## src/hw/sps_pkg.sv

```systemverilog
/*
 * Shared constants and types for the sector protection and page decode
 * block: control block offsets, field positions, decode terms and timing.
 * Assumes a single 125 MHz clock domain and one processor data port.
 */
// Notes on behaviour
// Each sector keeps its own protection bit
// Only programmer port changes protection bits
// Writes or erases to protected sectors dropped
// Verify on protected sector returns stored data
// Main status: bit i is sector i
// Secondary status: bits 3-0 sectors, bit 7 lock
// Lock refuses programmer access to contents
// Only whole-device erase clears the lock
// Processor flash reads continue while locked
// Reset command returns flash to read array
// Processor issues reset after status or error
// Reset ignored during program or bulk erase
// Reset aborts a running sector erase
// Page register read/write at offset E0h
// Page register clears on reset
// Page bits feed decode and general logic
// Turbo off: standby after 70 ns stable
// Five bits gate control signals off logic
// Eight main, four secondary selects, three terms
// One select for 256-byte control block
// Decode produces the JTAG port select
// Three external selects, one term each
package sps_pkg;
   // Widths and counts
   localparam int ADDR_W  = 16;
   localparam int PAGE_W  = 8;
   localparam int DEC_W   = ADDR_W + PAGE_W;
   localparam int N_MAIN  = 8;
   localparam int N_BOOT  = 4;
   localparam int N_SECT  = N_MAIN + N_BOOT;
   localparam int N_ECS   = 3;
   localparam int N_CNTL  = 5;
   localparam int N_PT    = 3;
   // Control block register offsets
   localparam logic [7:0] OFF_PAGE      = 8'hE0;
   localparam logic [7:0] OFF_MAIN_PROT = 8'hC0;
   localparam logic [7:0] OFF_SEC_PROT  = 8'hC2;
   localparam logic [7:0] OFF_PMODE0    = 8'hB0;
   localparam logic [7:0] OFF_PMODE2    = 8'hB4;
   // Field positions and reset values
   localparam int TURBO_BIT  = 3;
   localparam int LOCK_BIT   = 7;
   localparam logic [7:0] PAGE_RST   = 8'h00;
   localparam logic [7:0] PMODE0_RST = 8'h00;
   localparam logic [7:0] PMODE2_RST = 8'h00;
   localparam logic [7:0] REG_NONE   = 8'h00;
   localparam logic [N_MAIN-1:0] MAIN_PROT_RST = 8'h00;
   localparam logic [N_BOOT-1:0] BOOT_PROT_RST = 4'h0;
   // Flash commands and programmer selects
   localparam logic [7:0] CMD_RESET = 8'hF0;
   localparam logic [3:0] SEL_LOCK  = 4'hF;
   // Decode terms over {page, address}
   localparam logic [DEC_W-1:0] MAIN_MASK = 24'h078000;
   localparam logic [DEC_W-1:0] MAIN_VAL  = 24'h008000;
   localparam logic [DEC_W-1:0] MAIN_STEP = 24'h010000;
   localparam logic [DEC_W-1:0] BOOT_MASK = 24'h00F000;
   localparam logic [DEC_W-1:0] BOOT_VAL  = 24'h004000;
   localparam logic [DEC_W-1:0] BOOT_STEP = 24'h001000;
   localparam logic [DEC_W-1:0] BLK_MASK  = 24'h00FF00;
   localparam logic [DEC_W-1:0] CTRL_VAL  = 24'h003000;
   localparam logic [DEC_W-1:0] JTAG_VAL  = 24'h003100;
   localparam logic [DEC_W-1:0] ECS_VAL   = 24'h002000;
   localparam logic [DEC_W-1:0] ECS_STEP  = 24'h000100;
   localparam logic [DEC_W-1:0] TERM_NONE = 24'h000000;
   // Timing
   localparam int CLK_NS        = 8;
   localparam int CLK_MHZ       = 125;
   localparam int STANDBY_NS    = 70;
   localparam int STANDBY_CYC   = (STANDBY_NS + CLK_NS - 1) / CLK_NS;
   localparam int RESET_US      = 3000;
   localparam int RESET_CYC     = RESET_US * CLK_MHZ;
   // Flash operations and array activity
   typedef enum logic [1:0] {
      OP_PROGRAM = 2'h0, OP_SECTOR_ERASE = 2'h1,
      OP_BULK_ERASE = 2'h2, OP_VERIFY = 2'h3
   } sps_op_e;
   typedef enum logic [1:0] {
      FL_IDLE = 2'h0, FL_PROGRAM = 2'h1, FL_BULK = 2'h2, FL_SECTOR = 2'h3
   } sps_flash_e;
   // Sector 0-7 main, 8-11 secondary
   typedef struct packed {
      sps_op_e    op;
      logic [3:0] sector;
   } sps_flash_req_s;
   // Programmer port command
   typedef struct packed {
      logic       wr;
      logic [3:0] sel;
      logic       val;
      logic       chip_erase;
   } sps_prog_cmd_s;
endpackage

```

## src/hw/sps_protect_decode.sv

```systemverilog
/*
 * Sector protection, content lock, flash reset command, page register,
 * power mode control and the address decode selects.
 * Assumes processor pins are asynchronous and pass the synchroniser;
 * programmer commands and flash requests come from logic on sys_clk.
 */
`timescale 1ns/10ps
module sps_protect_decode #(
   parameter int RESET_CYC = sps_pkg::RESET_CYC
) (
   // Clock and reset
   input  wire logic                          sys_clk,
   input  wire logic                          rst_b,
   // Processor port pins
   input  wire logic [sps_pkg::ADDR_W-1:0]    addr_pin,
   input  wire logic [7:0]                    data_in_pin,
   input  wire logic [sps_pkg::N_CNTL-1:0]    cntl_pin,
   output logic      [7:0]                    data_out,
   output logic                               data_oe,
   // Programmer port
   input  wire sps_pkg::sps_prog_cmd_s        prog_cmd,
   output logic                               prog_access_ok,
   // Flash array side
   input  wire logic                          flash_req_valid,
   input  wire sps_pkg::sps_flash_req_s       flash_req,
   input  wire sps_pkg::sps_flash_e           flash_state,
   output logic                               array_req_valid,
   output sps_pkg::sps_flash_req_s            array_req,
   output logic                               req_discarded,
   output logic                               flash_sm_reset,
   output logic                               reset_busy,
   // Decode selects
   output logic      [sps_pkg::N_MAIN-1:0]    main_sector_selects,
   output logic      [sps_pkg::N_BOOT-1:0]    boot_sector_selects,
   output logic                               ctrl_block_sel,
   output logic                               jtag_sel,
   output logic      [sps_pkg::N_ECS-1:0]     external_selects,
   // General logic side
   output logic      [sps_pkg::PAGE_W-1:0]    page_outputs,
   output logic      [sps_pkg::N_CNTL-1:0]    cntl_to_logic,
   output logic                               pld_standby
);
   localparam int SW = sps_pkg::ADDR_W + 8 + sps_pkg::N_CNTL;
   localparam int DW = sps_pkg::DEC_W;
   localparam int CW = $clog2(RESET_CYC + 1);
   localparam logic [CW-1:0] RESET_LAST = CW'(RESET_CYC - 1);
   localparam logic [3:0] STBY_LAST = 4'(sps_pkg::STANDBY_CYC);

   typedef enum logic [1:0] {RC_IDLE = 2'b01, RC_BUSY = 2'b10} sps_rc_e;

   logic [SW-1:0]                  sync_bus;
   logic [sps_pkg::ADDR_W-1:0]     addr_s;
   logic [7:0]                     data_s;
   logic [sps_pkg::N_CNTL-1:0]     cntl_s;
   logic                           wr_prev;
   logic                           wr_end;
   logic                           rd_act;
   logic [7:0]                     pmode0;
   logic [7:0]                     pmode2;
   logic [sps_pkg::N_MAIN-1:0]     main_prot;
   logic [sps_pkg::N_BOOT-1:0]     boot_prot;
   logic                           lock;
   logic [sps_pkg::N_SECT-1:0]     all_prot;
   logic [DW-1:0]                  dec_in;
   logic [7:0]                     reg_off;
   logic                           wr_ctrl;
   logic [7:0]                     main_status;
   logic [7:0]                     sec_status;
   logic [7:0]                     next_data_out;
   logic                           req_prot;
   logic                           req_alters;
   logic                           rc_cmd;
   logic                           rc_allowed;
   sps_rc_e                        rc_state;
   sps_rc_e                        next_rc_state;
   logic [CW-1:0]                  rc_cnt;
   logic [DW+sps_pkg::N_CNTL-1:0]  pld_in;
   logic [DW+sps_pkg::N_CNTL-1:0]  pld_prev;
   logic [3:0]                     stable_cnt;

   // Every processor pin passes two flip-flops before use; controls pass
   // inverted so the cleared synchroniser reads as idle strobes and no
   // false strobe edge follows reset
   sps_sync #(.W(SW)) u_sync (
      .sys_clk  (sys_clk),
      .rst_b    (rst_b),
      .pin_in   ({addr_pin, data_in_pin, ~cntl_pin}),
      .sync_out (sync_bus)
   );
   assign addr_s = sync_bus[SW-1 -: sps_pkg::ADDR_W];
   assign data_s = sync_bus[sps_pkg::N_CNTL +: 8];
   assign cntl_s = ~sync_bus[sps_pkg::N_CNTL-1:0];

   // Bit 0 is the write strobe, bit 1 the read strobe, both active low
   assign wr_end = cntl_s[0] && !wr_prev;
   assign rd_act = !cntl_s[1];

   // Page bits join the address in every select input; only the main sector terms compare them
   assign dec_in = {page_outputs, addr_s};

   // Sector selects: three product terms, the last two spare
   for (genvar i = 0; i < sps_pkg::N_MAIN; i++) begin : g_main
      sps_term_match #(
         .NT    (sps_pkg::N_PT),
         .MASK  ({sps_pkg::TERM_NONE, sps_pkg::TERM_NONE, sps_pkg::MAIN_MASK}),
         .VALUE ({sps_pkg::TERM_NONE, sps_pkg::TERM_NONE,
                  DW'(sps_pkg::MAIN_VAL + sps_pkg::MAIN_STEP * i)}),
         .EN    (3'b001)
      ) u_sel (.dec_in(dec_in), .hit(main_sector_selects[i]));
   end
   for (genvar i = 0; i < sps_pkg::N_BOOT; i++) begin : g_boot
      sps_term_match #(
         .NT    (sps_pkg::N_PT),
         .MASK  ({sps_pkg::TERM_NONE, sps_pkg::TERM_NONE, sps_pkg::BOOT_MASK}),
         .VALUE ({sps_pkg::TERM_NONE, sps_pkg::TERM_NONE,
                  DW'(sps_pkg::BOOT_VAL + sps_pkg::BOOT_STEP * i)}),
         .EN    (3'b001)
      ) u_sel (.dec_in(dec_in), .hit(boot_sector_selects[i]));
   end
   // External selects: a single product term each
   for (genvar i = 0; i < sps_pkg::N_ECS; i++) begin : g_ecs
      sps_term_match #(
         .NT    (1),
         .MASK  (sps_pkg::BLK_MASK),
         .VALUE (DW'(sps_pkg::ECS_VAL + sps_pkg::ECS_STEP * i)),
         .EN    (1'b1)
      ) u_sel (.dec_in(dec_in), .hit(external_selects[i]));
   end
   sps_term_match #(
      .NT (1), .MASK (sps_pkg::BLK_MASK), .VALUE (sps_pkg::CTRL_VAL), .EN (1'b1)
   ) u_ctrl (.dec_in(dec_in), .hit(ctrl_block_sel));
   sps_term_match #(
      .NT (1), .MASK (sps_pkg::BLK_MASK), .VALUE (sps_pkg::JTAG_VAL), .EN (1'b1)
   ) u_jtag (.dec_in(dec_in), .hit(jtag_sel));

   // Control block access; the low address byte is the offset
   assign reg_off     = addr_s[7:0];
   assign wr_ctrl     = wr_end && ctrl_block_sel;
   assign main_status = main_prot;
   assign sec_status  = {lock, 3'b000, boot_prot};
   assign next_data_out =
      (reg_off == sps_pkg::OFF_PAGE)      ? page_outputs :
      (reg_off == sps_pkg::OFF_MAIN_PROT) ? main_status :
      (reg_off == sps_pkg::OFF_SEC_PROT)  ? sec_status :
      (reg_off == sps_pkg::OFF_PMODE0)    ? pmode0 :
      (reg_off == sps_pkg::OFF_PMODE2)    ? pmode2 : sps_pkg::REG_NONE;
   // Drive only while the control block is read; flash reads are elsewhere
   assign data_oe = rd_act && ctrl_block_sel;

   // Strobe edge tracking and read data register
   always_ff @(posedge sys_clk or negedge rst_b) begin
      if (!rst_b) begin
         wr_prev  <= 1'b1;
         data_out <= sps_pkg::REG_NONE;
      end else begin
         wr_prev <= cntl_s[0];
         if (data_oe) begin
            data_out <= next_data_out;
         end
      end
   end

   // Writable registers latch on the trailing edge of the write strobe
   always_ff @(posedge sys_clk or negedge rst_b) begin
      if (!rst_b) begin
         page_outputs <= sps_pkg::PAGE_RST;
         pmode0       <= sps_pkg::PMODE0_RST;
         pmode2       <= sps_pkg::PMODE2_RST;
      end else if (wr_ctrl) begin
         if (reg_off == sps_pkg::OFF_PAGE) begin
            page_outputs <= data_s;
         end
         if (reg_off == sps_pkg::OFF_PMODE0) begin
            pmode0 <= data_s;
         end
         if (reg_off == sps_pkg::OFF_PMODE2) begin
            pmode2 <= data_s;
         end
      end
   end

   // Protection and lock change only from the programmer port; the
   // processor write path above has no route into them
   always_ff @(posedge sys_clk or negedge rst_b) begin
      if (!rst_b) begin
         main_prot <= sps_pkg::MAIN_PROT_RST;
         boot_prot <= sps_pkg::BOOT_PROT_RST;
         lock      <= 1'b0;
      end else if (prog_cmd.chip_erase) begin
         main_prot <= sps_pkg::MAIN_PROT_RST;
         boot_prot <= sps_pkg::BOOT_PROT_RST;
         lock      <= 1'b0;
      end else if (prog_cmd.wr && !lock) begin
         if (prog_cmd.sel == sps_pkg::SEL_LOCK) begin
            lock <= prog_cmd.val;
         end else if (prog_cmd.sel < 4'(sps_pkg::N_MAIN)) begin
            main_prot[prog_cmd.sel[2:0]] <= prog_cmd.val;
         end else if (prog_cmd.sel < 4'(sps_pkg::N_SECT)) begin
            boot_prot[prog_cmd.sel[1:0]] <= prog_cmd.val;
         end
      end
   end
   assign prog_access_ok = !lock;

   // Program and erase to a protected sector never reach the array;
   // a bulk erase is dropped if any sector in its array is protected
   assign all_prot   = {boot_prot, main_prot};
   assign req_alters = flash_req.op != sps_pkg::OP_VERIFY;
   assign req_prot   =
      (flash_req.sector >= 4'(sps_pkg::N_SECT)) ? 1'b1 :
      (flash_req.op != sps_pkg::OP_BULK_ERASE)   ? all_prot[flash_req.sector] :
      (flash_req.sector < 4'(sps_pkg::N_MAIN))   ? |main_prot : |boot_prot;
   // Verify always passes so the stored data is read back; the lock is
   // not in this path, so processor reads go on while locked
   assign array_req_valid = flash_req_valid && !(req_alters && req_prot);
   assign req_discarded   = flash_req_valid && req_alters && req_prot;
   assign array_req       = flash_req;

   // A reset command is one write of the reset code to any flash sector
   assign rc_cmd = wr_end && (|main_sector_selects || |boot_sector_selects) &&
                   data_s == sps_pkg::CMD_RESET;
   // Program and bulk erase cannot be interrupted; sector erase aborts
   assign rc_allowed = flash_state != sps_pkg::FL_PROGRAM &&
                       flash_state != sps_pkg::FL_BULK;
   assign reset_busy = rc_state == RC_BUSY;

   // Command state: idle until accepted, busy while the reset completes
   always_comb begin
      next_rc_state = rc_state;
      unique case (rc_state)
         RC_IDLE: begin
            if (rc_cmd && rc_allowed) begin
               next_rc_state = RC_BUSY;
            end
         end
         RC_BUSY: begin
            if (rc_cnt == RESET_LAST) begin
               next_rc_state = RC_IDLE;
            end
         end
         default: next_rc_state = RC_IDLE;
      endcase
   end

   // Reset pulse and completion count
   always_ff @(posedge sys_clk or negedge rst_b) begin
      if (!rst_b) begin
         rc_state       <= RC_IDLE;
         rc_cnt         <= '0;
         flash_sm_reset <= 1'b0;
      end else begin
         rc_state       <= next_rc_state;
         flash_sm_reset <= rc_state == RC_IDLE && next_rc_state == RC_BUSY;
         rc_cnt         <= reset_busy ? rc_cnt + 1'b1 : '0;
      end
   end

   // Power mode bits block control signals from the logic arrays
   assign cntl_to_logic = cntl_s & ~pmode2[sps_pkg::N_CNTL-1:0];
   assign pld_in        = {cntl_to_logic, dec_in};

   // Standby once turbo is off and inputs held still long enough;
   // the counter saturates so long idle periods cost nothing more
   always_ff @(posedge sys_clk or negedge rst_b) begin
      if (!rst_b) begin
         pld_prev   <= '0;
         stable_cnt <= '0;
      end else begin
         pld_prev <= pld_in;
         if (pld_in != pld_prev) begin
            stable_cnt <= '0;
         end else if (stable_cnt != STBY_LAST) begin
            stable_cnt <= stable_cnt + 1'b1;
         end
      end
   end
   assign pld_standby = !pmode0[sps_pkg::TURBO_BIT] && stable_cnt == STBY_LAST;
endmodule

```

## src/hw/sps_sync.sv

```systemverilog
/*
 * Two-stage synchroniser for a vector of pin levels.
 * Assumes each bit is a level that settles between strobe edges.
 */
`timescale 1ns/10ps
module sps_sync #(
   parameter int W = 8
) (
   // Clock and reset
   input  wire logic         sys_clk,
   input  wire logic         rst_b,
   // Levels
   input  wire logic [W-1:0] pin_in,
   output logic      [W-1:0] sync_out
);
   logic [W-1:0] stage1;

   // First stage read only by the second
   always_ff @(posedge sys_clk or negedge rst_b) begin
      if (!rst_b) begin
         stage1   <= '0;
         sync_out <= '0;
      end else begin
         stage1   <= pin_in;
         sync_out <= stage1;
      end
   end
endmodule

```

## src/hw/sps_term_match.sv

```systemverilog
/*
 * One decode select built as an OR of masked-compare product terms.
 * Assumes terms are fixed at elaboration; a disabled term never hits.
 */
`timescale 1ns/10ps
module sps_term_match #(
   parameter int                       NT    = 3,
   parameter logic [NT*sps_pkg::DEC_W-1:0] MASK  = '0,
   parameter logic [NT*sps_pkg::DEC_W-1:0] VALUE = '0,
   parameter logic [NT-1:0]            EN    = '0
) (
   // Decode inputs and select
   input  wire logic [sps_pkg::DEC_W-1:0] dec_in,
   output logic                           hit
);
   logic [NT-1:0] term_hit;

   // Each term compares only its masked bits
   for (genvar t = 0; t < NT; t++) begin : g_term
      assign term_hit[t] = EN[t] &&
         (((dec_in ^ VALUE[t*sps_pkg::DEC_W +: sps_pkg::DEC_W]) &
           MASK[t*sps_pkg::DEC_W +: sps_pkg::DEC_W]) == '0);
   end
   assign hit = |term_hit;
endmodule

```

## config.mk

```make
export PLATFORM = sky130hd
export DESIGN_NAME = sps_protect_decode
export DESIGN_NICKNAME = d
export VERILOG_FILES = /design/src/hw/sps_pkg.sv /design/src/hw/sps_protect_decode.sv /design/src/hw/sps_sync.sv /design/src/hw/sps_term_match.sv
export SDC_FILE = /design/constraint.sdc
export NUM_CORES = 1
export LEC_CHECK = 0
export ABC_CLOCK_PERIOD_IN_PS = 6400
export BUFFER_PORTS_ARGS = -buffer_cell sky130_fd_sc_hd__buf_4
export CAP_MARGIN = 10
export CORE_MARGIN = 10
export CORE_UTILIZATION = 51
export DETAILED_ROUTE_END_ITERATION = 12
export PLACE_DENSITY = 0.72
export SLEW_MARGIN = 20
export SYNTH_ARGS = -nofsm -noshare
export SYNTH_HDL_FRONTEND = slang
export SYNTH_SLANG_ARGS = --single-unit
```

## constraint.sdc

```tcl
create_clock -name sys_clk -period 6.4 [get_ports sys_clk]
set_clock_uncertainty 0.15 [all_clocks]
set_input_delay 1.28 -clock sys_clk [delete_from_list [all_inputs] [get_ports sys_clk]]
set_output_delay 1.28 -clock sys_clk [all_outputs]
set_load 0.02 [all_outputs]
```

======== Word level (Yosys, flattened, before mapping) ========
Cells that the tools add are included.
storage, ports and cells
  output and inout port bits .............. 51
  logic and storage cells ................. 155
  register bits ........................... 159
  input bits .............................. 47
cells by class
  add/subtract/negate cells ............... 2
  multiplexer cells ....................... 34
  reduce and logical (&&, ||, !) cells .... 54
  magnitude comparators ................... 9
  equal/unequal tests ..................... 20
  bitwise gates (word level) .............. 21
operator list
  operator                                                    count
  zero test 24 bit                                            17
  two-way mux 8 bit                                           9
  == test 8 bit, second input constant                        6
  != test 29 bit                                              1
  two-way mux 4 bit                                           7
  adder 19 x 1 -> 19 bit, second input constant               1
  == test 19 bit, second input constant                       1
  two-way mux 19 bit                                          1
  logical AND 1 bit                                           16
  inverter 2 bit                                              8
  OR reduction 8 bit                                          2
  inverter 3 bit                                              5
  inverter 5 bit                                              3
  less-than comparator 4 bit, second input constant           3
  != test 2 bit, second input constant                        5
  nonzero test 2 bit                                          5
  two-way mux 1 bit                                           9
  bitwise mux 8 bit                                           1
  == test 4 bit, second input constant                        2
  AND reduction 2 bit                                         4
  OR reduction 4 bit                                          2
  AND 5 bit                                                   1
  zero test 1 bit                                             5
  less-than comparator 4 x 5 -> 1 bit, second input constant  1
  other kinds (21)                                            25

======== Longest topological paths before layout ========
Gate-level depths: netlist (run 1).
  depth in word-level cells ............... 11
  gate-level depth with buffers ........... 7
  gate-level depth less buffers ........... 6

======== Modules after synthesis ========
From an unflattened synthesis (run 1), not the netlist that was laid out.
second synthesis, totals
  cells, all modules ...................... 554
  area, all modules ....................... 6792.8 um^2
by module, submodules not included
  module                                 cells each  area each (um^2)  seq. area each (um^2)  instances
  sps_protect_decode                     469         5091.1            2529.9                 1
  sps_sync                               58          1451.4            1451.4                 1
  sps_term_match at g_boot[1].u_sel ...  1           12.5              0.0                    5
  sps_term_match at g_ecs[1].u_sel ...   3           22.5              0.0                    2
  sps_term_match at g_boot[3].u_sel ...  1           10.0              0.0                    4
  sps_term_match at g_ecs[0].u_sel ...   3           20.0              0.0                    2
  sps_term_match at g_boot[0].u_sel ...  1           15.0              0.0                    2
  sps_term_match at u_ctrl               3           23.8              0.0                    1
  sps_term_match at g_main[7].u_sel      1           8.8               0.0                    1

======== Worst setup path before layout (run 1) ========
No wires, ideal clock.
  kind .................................... in2out
  start point ............................. in flash_req[1] in the netlist's numbering
  end point ............................... out array_req_valid
  arrival ................................. 2450 ps
  slack ................................... 2520 ps
  cell stages on the path ................. 5
  path buffers ............................ 0
  required time ........................... 4970 ps
  cell sequence ........................... mux4_2 nor2b_1 a211oi_1 o31ai_1 nor2_1
on the way
  longest elaborated chain between the ends .. 7
  elaborated cells between the ends (all ways) .. 10
  those cells by class .................... 2 x order compare; 5 x mux; 3 x reduce/logical
ends and longest elaborated chain
  what                                                                                  line                                                  text
  start, declared                                                                       sps_protect_decode.sv:25                              input wire sps_pkg::sps_flash_req_s flash_req,
  less-than comparator 4 bit or binary-select mux 1 bit (select 4 bit) (tied branches)  sps_protect_decode.sv:212, sps_protect_decode.sv:211
  two-way mux 1 bit (on tied branches)                                                  sps_protect_decode.sv:212, sps_protect_decode.sv:211
  two-way mux 1 bit                                                                     sps_protect_decode.sv:211                             (flash_req.op != sps_pkg::OP_BULK_ERASE) ? all_prot[flash_req.sector] :
  two-way mux 1 bit *                                                                   sps_protect_decode.sv:210                             (flash_req.sector >= 4'(sps_pkg::N_SECT)) ? 1'b1 :
  logical AND 1 bit *                                                                   sps_protect_decode.sv:215                             assign array_req_valid = flash_req_valid && !(req_alters && req_prot);
  zero test 1 bit *                                                                     sps_protect_decode.sv:215
  logical AND 1 bit *                                                                   sps_protect_decode.sv:215
  end, declared                                                                         sps_protect_decode.sv:27                              output logic array_req_valid,
Every way passes the cells marked *; elsewhere a longest branch is shown, timed or not. The select of a mux whose other input is x is not followed.

======== Worst setup path after layout (run 1) ========
  start point ............................. in flash_req[1] in the netlist's numbering
  end point ............................... out req_discarded
on the way
  longest elaborated chain between the ends .. 5
  elaborated cells between the ends (all ways) .. 8
  those cells by class .................... 2 x order compare; 5 x mux; 1 x reduce/logical
ends and longest elaborated chain
  what                                                                                  line                                                  text
  less-than comparator 4 bit or binary-select mux 1 bit (select 4 bit) (tied branches)  sps_protect_decode.sv:212, sps_protect_decode.sv:211
  two-way mux 1 bit (on tied branches)                                                  sps_protect_decode.sv:212, sps_protect_decode.sv:211
  two-way mux 1 bit                                                                     sps_protect_decode.sv:211
  two-way mux 1 bit *                                                                   sps_protect_decode.sv:210
  logical AND 1 bit *                                                                   sps_protect_decode.sv:216                             assign req_discarded = flash_req_valid && req_alters && req_prot;
  end, declared                                                                         sps_protect_decode.sv:29                              output logic req_discarded,
Marks and branches as above.

==> impl_metrics.json, run 1 <==
{
  "status": "finished clean",
  "num_vias": 4320,
  "grt_max_degree": 114,
  "cts_buffers": 17,
  "cts_hold_buf": 0,
  "worstPathArrival_ps": 2650,
  "n_fill_cell": 1018,
  "drc_errors": 0,
  "ys_seq_area_share_pct": 59.6,
  "syn_nets": 611,
  "synth_area_leader_cell": "dfrtp_1",
  "drv_cap": 0,
  "leakagePower_uw": 0.00362,
  "setup_viol": 0,
  "grt_overflow": 0,
  "antenna_found_initial": 0,
  "fin_setup_tns_ps": 0,
  "drv_slew": 0,
  "drive_above_1_share_pct": 26.6,
  "whs_path_depth": 0,
  "dpl_worst_slack_ps": 2320,
  "cts-resized-gates": 0,
  "crit_path_max_fanout": 4,
  "regToRegEndpoint": "pmode0[3]",
  "num_rows": 41,
  "period_share_pct": 63.8,
  "globalplace.congestion": 0.830,
  "timing.final.hold_violations": 0,
  "grt_pass1_vias": 4586,
  "grt.total_usage_pct": 16.5,
  "die_width_microns": 134,
  "dieHeight_microns": 134,
  "timing.final.ws_setup_ps": 2320,
  "tightest_slew_ps": 1080,
  "netlist_instances": 559,
  "synth_area_sq_um": 6680,
  "min_period_ps": 4080,
  "die-area_sq_um": 18100,
  "final_area_sq_um": 7940,
  "synth.distinct_cells": 50,
  "routed_wl_microns": 14100,
  "path_clk_slew_ps": 60,
  "place_area_sq_um": 7350,
  "cts_tree": "built",
  "place.detailed.hpwl_microns": 10400,
  "synth.top_cell.area_share_pct": 58.8,
  "top_level_ports": 98,
  "layout_commonest_cell": "dfrtp_1",
  "worstSetupStartpointType": "input pin",
  "clock_latency_ps": 420,
  "nets": 683,
  "total_power_uw": 2180,
  "synth_edf_count": 0,
  "whs_ps": 197,
  "first_pass_iters": 4,
  "slew_headroom_pct": 27.2,
  "synth_area_leaders": "dfrtp_1 (59%), mux2_2 (5.2%), xnor2_1 (4.7%)",
  "ys_seq_elements": 159,
  "drt_iter0_markers": 258,
  "crit_type": "in -> out",
  "cts_sinks": 159,
  "fmax_mhz": 245,
  "avgSynthCellArea_sq_um": 11.9,
  "synth-main-ff-cell": "dfrtp_1",
  "r2r_slack_ps": 3560,
  "antenna_cells": 0,
  "rsz0062_at_grt": "false",
  "syn_to_final_growth_pct": 18.9,
  "power_density_nw_per_um2": 274,
  "core_area_sq_um": 12700,
  "hp-start": "u_sync.stage1[4]",
  "grt_pass1_wl_microns": 23700,
  "port_buffers": 97,
  "min_path_type": "reg -> reg",
  "viasPerCell": 5.29,
  "holdPathEnd": "u_sync.sync_out[4]",
  "layout_common_cells": "dfrtp_1 (157), buf_4 (97), nand2_1 (40)",
  "timing.rr.start": "u_sync.sync_out[27]",
  "yosysWarningCount": 0,
  "ir_drop_v": 0.000232,
  "post_cts_buffers": 0,
  "final_antenna_net_count": 0,
  "synthArstFlopShare_pct": 100,
  "reg2regPathDepth": 5,
  "cp.required_ps": 4970,
  "wire_per_inst_microns": 17.3,
  "cts-root-buf": "clkbuf_16",
  "clk_path_buf_depth": 2,
  "htreeDepth": 4,
  "end_kind": "primary output",
  "initial_utilization_pct": 52.5
}
[state kept, by name (all words and copies together) (netlist names), 19 cells and up]
register,cells
pld_prev,29
u_sync.stage1,29
u_sync.sync_out,29
rc_cnt,19
[layer usage]
metal  vias to the layer above  part of all wire, %  GRT usage [%]
met2                       123                   49           27.0
li1                       2050                    -              -
met3                        13                  6.3           5.27
met1                      2134                   44           20.6
met4                         0                  1.0           4.35
met5                         -                    0              0
[logic make-up (layout without fill, tap and decap cells)]
family	after synthesis	count (layout)	synth area share, %
AOI/OAI and AO/OA	51	51	4.61
xor gates and xnor gates	46	46	6.03
adders and majority gates	5	5	0.937
buffers and inverters	59	144	5.00
DFF	159	159	59.6
muxes	43	43	7.59
and+or+nand+nor	196	196	16.2
[per-stage QoR]
step / cells / utilization [%]
finish: 816 / 62.4
global route: 816 / 62.4
CTS: 816 / 62.4
detailed placement: 784 / 57.8
global placement: 784 / 57.8
floorplan: 559 / -
[worst max-delay path: stages]
cell      delay [ps]
buf_4            120
mux4_2           480
nor2b_1          140
a211oi_1         210
o31ai_1          100
and2_1           170
buf_4            150
[worst max path at each step]
stage | to | from
after floorplan | array_req_valid | flash_req[1]
after global placement | req_discarded | flash_req[1]
after detailed placement | req_discarded | flash_req[1]
after CTS | data_oe | u_sync.sync_out[27]
after global routing | data_oe | u_sync.sync_out[27]
final | req_discarded | flash_req[1]
[where the power goes]
group	switching [uW]	internal, uW	leakage, uW
Sequential	29.4	1040	0.00203
Clock	404	579	0.000274
Combinational	67.9	57.7	0.00131
[area by class of cell]
class	instances	area (sq um)	area share (%)
tap	172	215	2.71
inverter	14	52.6	0.662
timing repair buffer	98	739	9.31
multi-input combinational	341	2370	29.8
sequential	159	3980	50.1
clock inverter	14	156	1.97
clock buffer	18	429	5.40
[cell usage after synthesis, types with 4 or more instances]
cell type and instances:
dfrtp_1 157, nand2_1 40, nor2_1 37, xnor2_1 36, mux2_2 31, buf_4 30, nand3_1 27, and2_1 15
o21ai_0 15, a21oi_1 14, clkbuf_1 14, inv_1 14, nand4_1 13, nor3_1 12, xor2_1 10, mux2i_1 9
nor2b_1 8, nand2b_1 6, ha_1 5, nor4b_1 5, nor4bb_1 5, o22a_1 5, o22ai_1 5, nor4_1 4
Power figures use the tool's default switching activity.
==> inputs of run 2 (changes only) <==
Settings changed: ABC_CLOCK_PERIOD_IN_PS 6400 to 3500, PLACE_DENSITY 0.72 to 0.75.
Clock period 6.4 ns to 3.5 ns, I/O delays scaled along.
==> impl_metrics.json, run 2 (synthesized netlist as in run 1, its figures left out) <==
{
  "status": "finished clean",
  "seq_area_sq_um": 3980,
  "viasPerCell": 5.38,
  "clock_latency_ps": 420,
  "whs_ps": 105,
  "layout_commonest_cell": "dfrtp_1",
  "num_vias": 4408,
  "globalplace.congestion": 0.838,
  "cts_hold_buf": 0,
  "final_antenna_net_count": 0,
  "worstSetupStartpointType": "flop",
  "setup_viol": 0,
  "drive_above_1_share_pct": 27.0,
  "port_buffers": 97,
  "grt_overflow": 0,
  "ir_drop_v": 0.000347,
  "cts-resized-gates": 0,
  "worstPathArrival_ps": 2400,
  "multi_input_area_sq_um": 2360,
  "cp.required_ps": 2650,
  "grt_max_degree": 71,
  "post_cts_buffers": 0,
  "crit_type": "reg -> out",
  "routed_wl_microns": 14700,
  "end_kind": "primary output",
  "die_width_microns": 134,
  "min_period_ps": 3250,
  "die-area_sq_um": 18100,
  "grt_pass1_vias": 4639,
  "antenna_found_initial": 0,
  "grt_pass1_wl_microns": 24000,
  "antenna_cells": 0,
  "period_share_pct": 92.8,
  "min_path_type": "in -> async",
  "grt.total_usage_pct": 16.7,
  "layout_common_cells": "dfrtp_1 (157), buf_4 (101), nand2_1 (40)",
  "num_rows": 41,
  "reg_top3": "pld_prev: 29 flops, u_sync.stage1: 29 flops, u_sync.sync_out: 29 flops",
  "drc_errors": 0,
  "r2r_slack_ps": 640,
  "rsz0062_at_grt": "false",
  "place.detailed.hpwl_microns": 10600,
  "crit_path_max_fanout": 7,
  "total_power_uw": 4090,
  "path_clk_slew_ps": 60,
  "htreeDepth": 4,
  "top_level_ports": 98,
  "cts_buffers": 17,
  "leakagePower_uw": 0.00367,
  "drt_iter0_markers": 355,
  "crit_path_max_incr_delay_ps": 550,
  "first_pass_iters": 5,
  "timing.rr.start": "u_sync.sync_out[27]",
  "reg2regPathDepth": 5,
  "nets": 687,
  "crit_path_top_delay_cell": "or4_1",
  "drv_cap": 0,
  "timing.final.hold_violations": 0,
  "clk_path_buf_depth": 2,
  "tightest_slew_ps": 973,
  "path_buf_inv": 3,
  "regToRegEndpoint": "pmode0[6]",
  "n_fill_cell": 1014,
  "fin_setup_tns_ps": 0,
  "cts_sinks": 159,
  "cts_tree": "built",
  "syn_to_final_growth_pct": 19.8,
  "cp_top_family": "simple AND/OR/NAND/NOR gates",
  "path_cells": "or4_1 > or4b_4 > inv_1 > nand2_1 > inv_1 > buf_4",
  "drv_slew": 0,
  "dieHeight_microns": 134,
  "worst_path_most_repeated_cell": "inv_1",
  "power_density_nw_per_um2": 511,
  "core_area_sq_um": 12700,
  "slew_headroom_pct": 34.3,
  "path_depth": 6,
  "cts-root-buf": "clkbuf_16",
  "initial_utilization_pct": 52.5,
  "wire_per_inst_microns": 17.9,
  "fmax_mhz": 308
}
-- run 2: per-layer routing --
layer	up-vias	global-route usage, %	wire length [microns]
met2	140	27.1	7390
met4	0	5.74	169
met3	16	5.45	954
met5	-	0	0
li1	2065	-	-
met1	2187	20.5	6200
-- run 2: final cells by class --
class | instances | share of cell area, %
sequential | 159 | 49.8
multi-input combinational | 341 | 29.5
timing repair buffer | 102 | 9.62
clock buffer | 19 | 5.66
tap | 172 | 2.69
clock inverter | 13 | 2.08
inverter | 14 | 0.657
-- run 2: worst max path at each step --
stage                                    from       endpoint  slack (ps)
after global routing      u_sync.sync_out[27]        data_oe         160
after global placement           flash_req[1]  req_discarded         590
after detailed placement         flash_req[1]  req_discarded         560
after floorplan           u_sync.sync_out[27]        data_oe         500
final                     u_sync.sync_out[27]        data_oe         250
after CTS                 u_sync.sync_out[27]        data_oe         240
-- run 2: metrics by stage --
stage | util (%) | setup WS [ps] | cell area [sq um] | cells
finish | 62.9 | 251 | 8000 | 820
floorplan | - | 505 | 6680 | 559
detailed placement | 58.0 | 560 | 7380 | 788
global route | 62.9 | 162 | 8000 | 820
CTS | 62.9 | 235 | 8000 | 820
global placement | 58.0 | 594 | 7380 | 788
-- run 2: report_power, final --
part	internal, uW	switching [uW]	total [uW]
sequential	1900	55.0	1950
clock	1120	783	1900
combinational	107	125	232
total	3120	963	4090
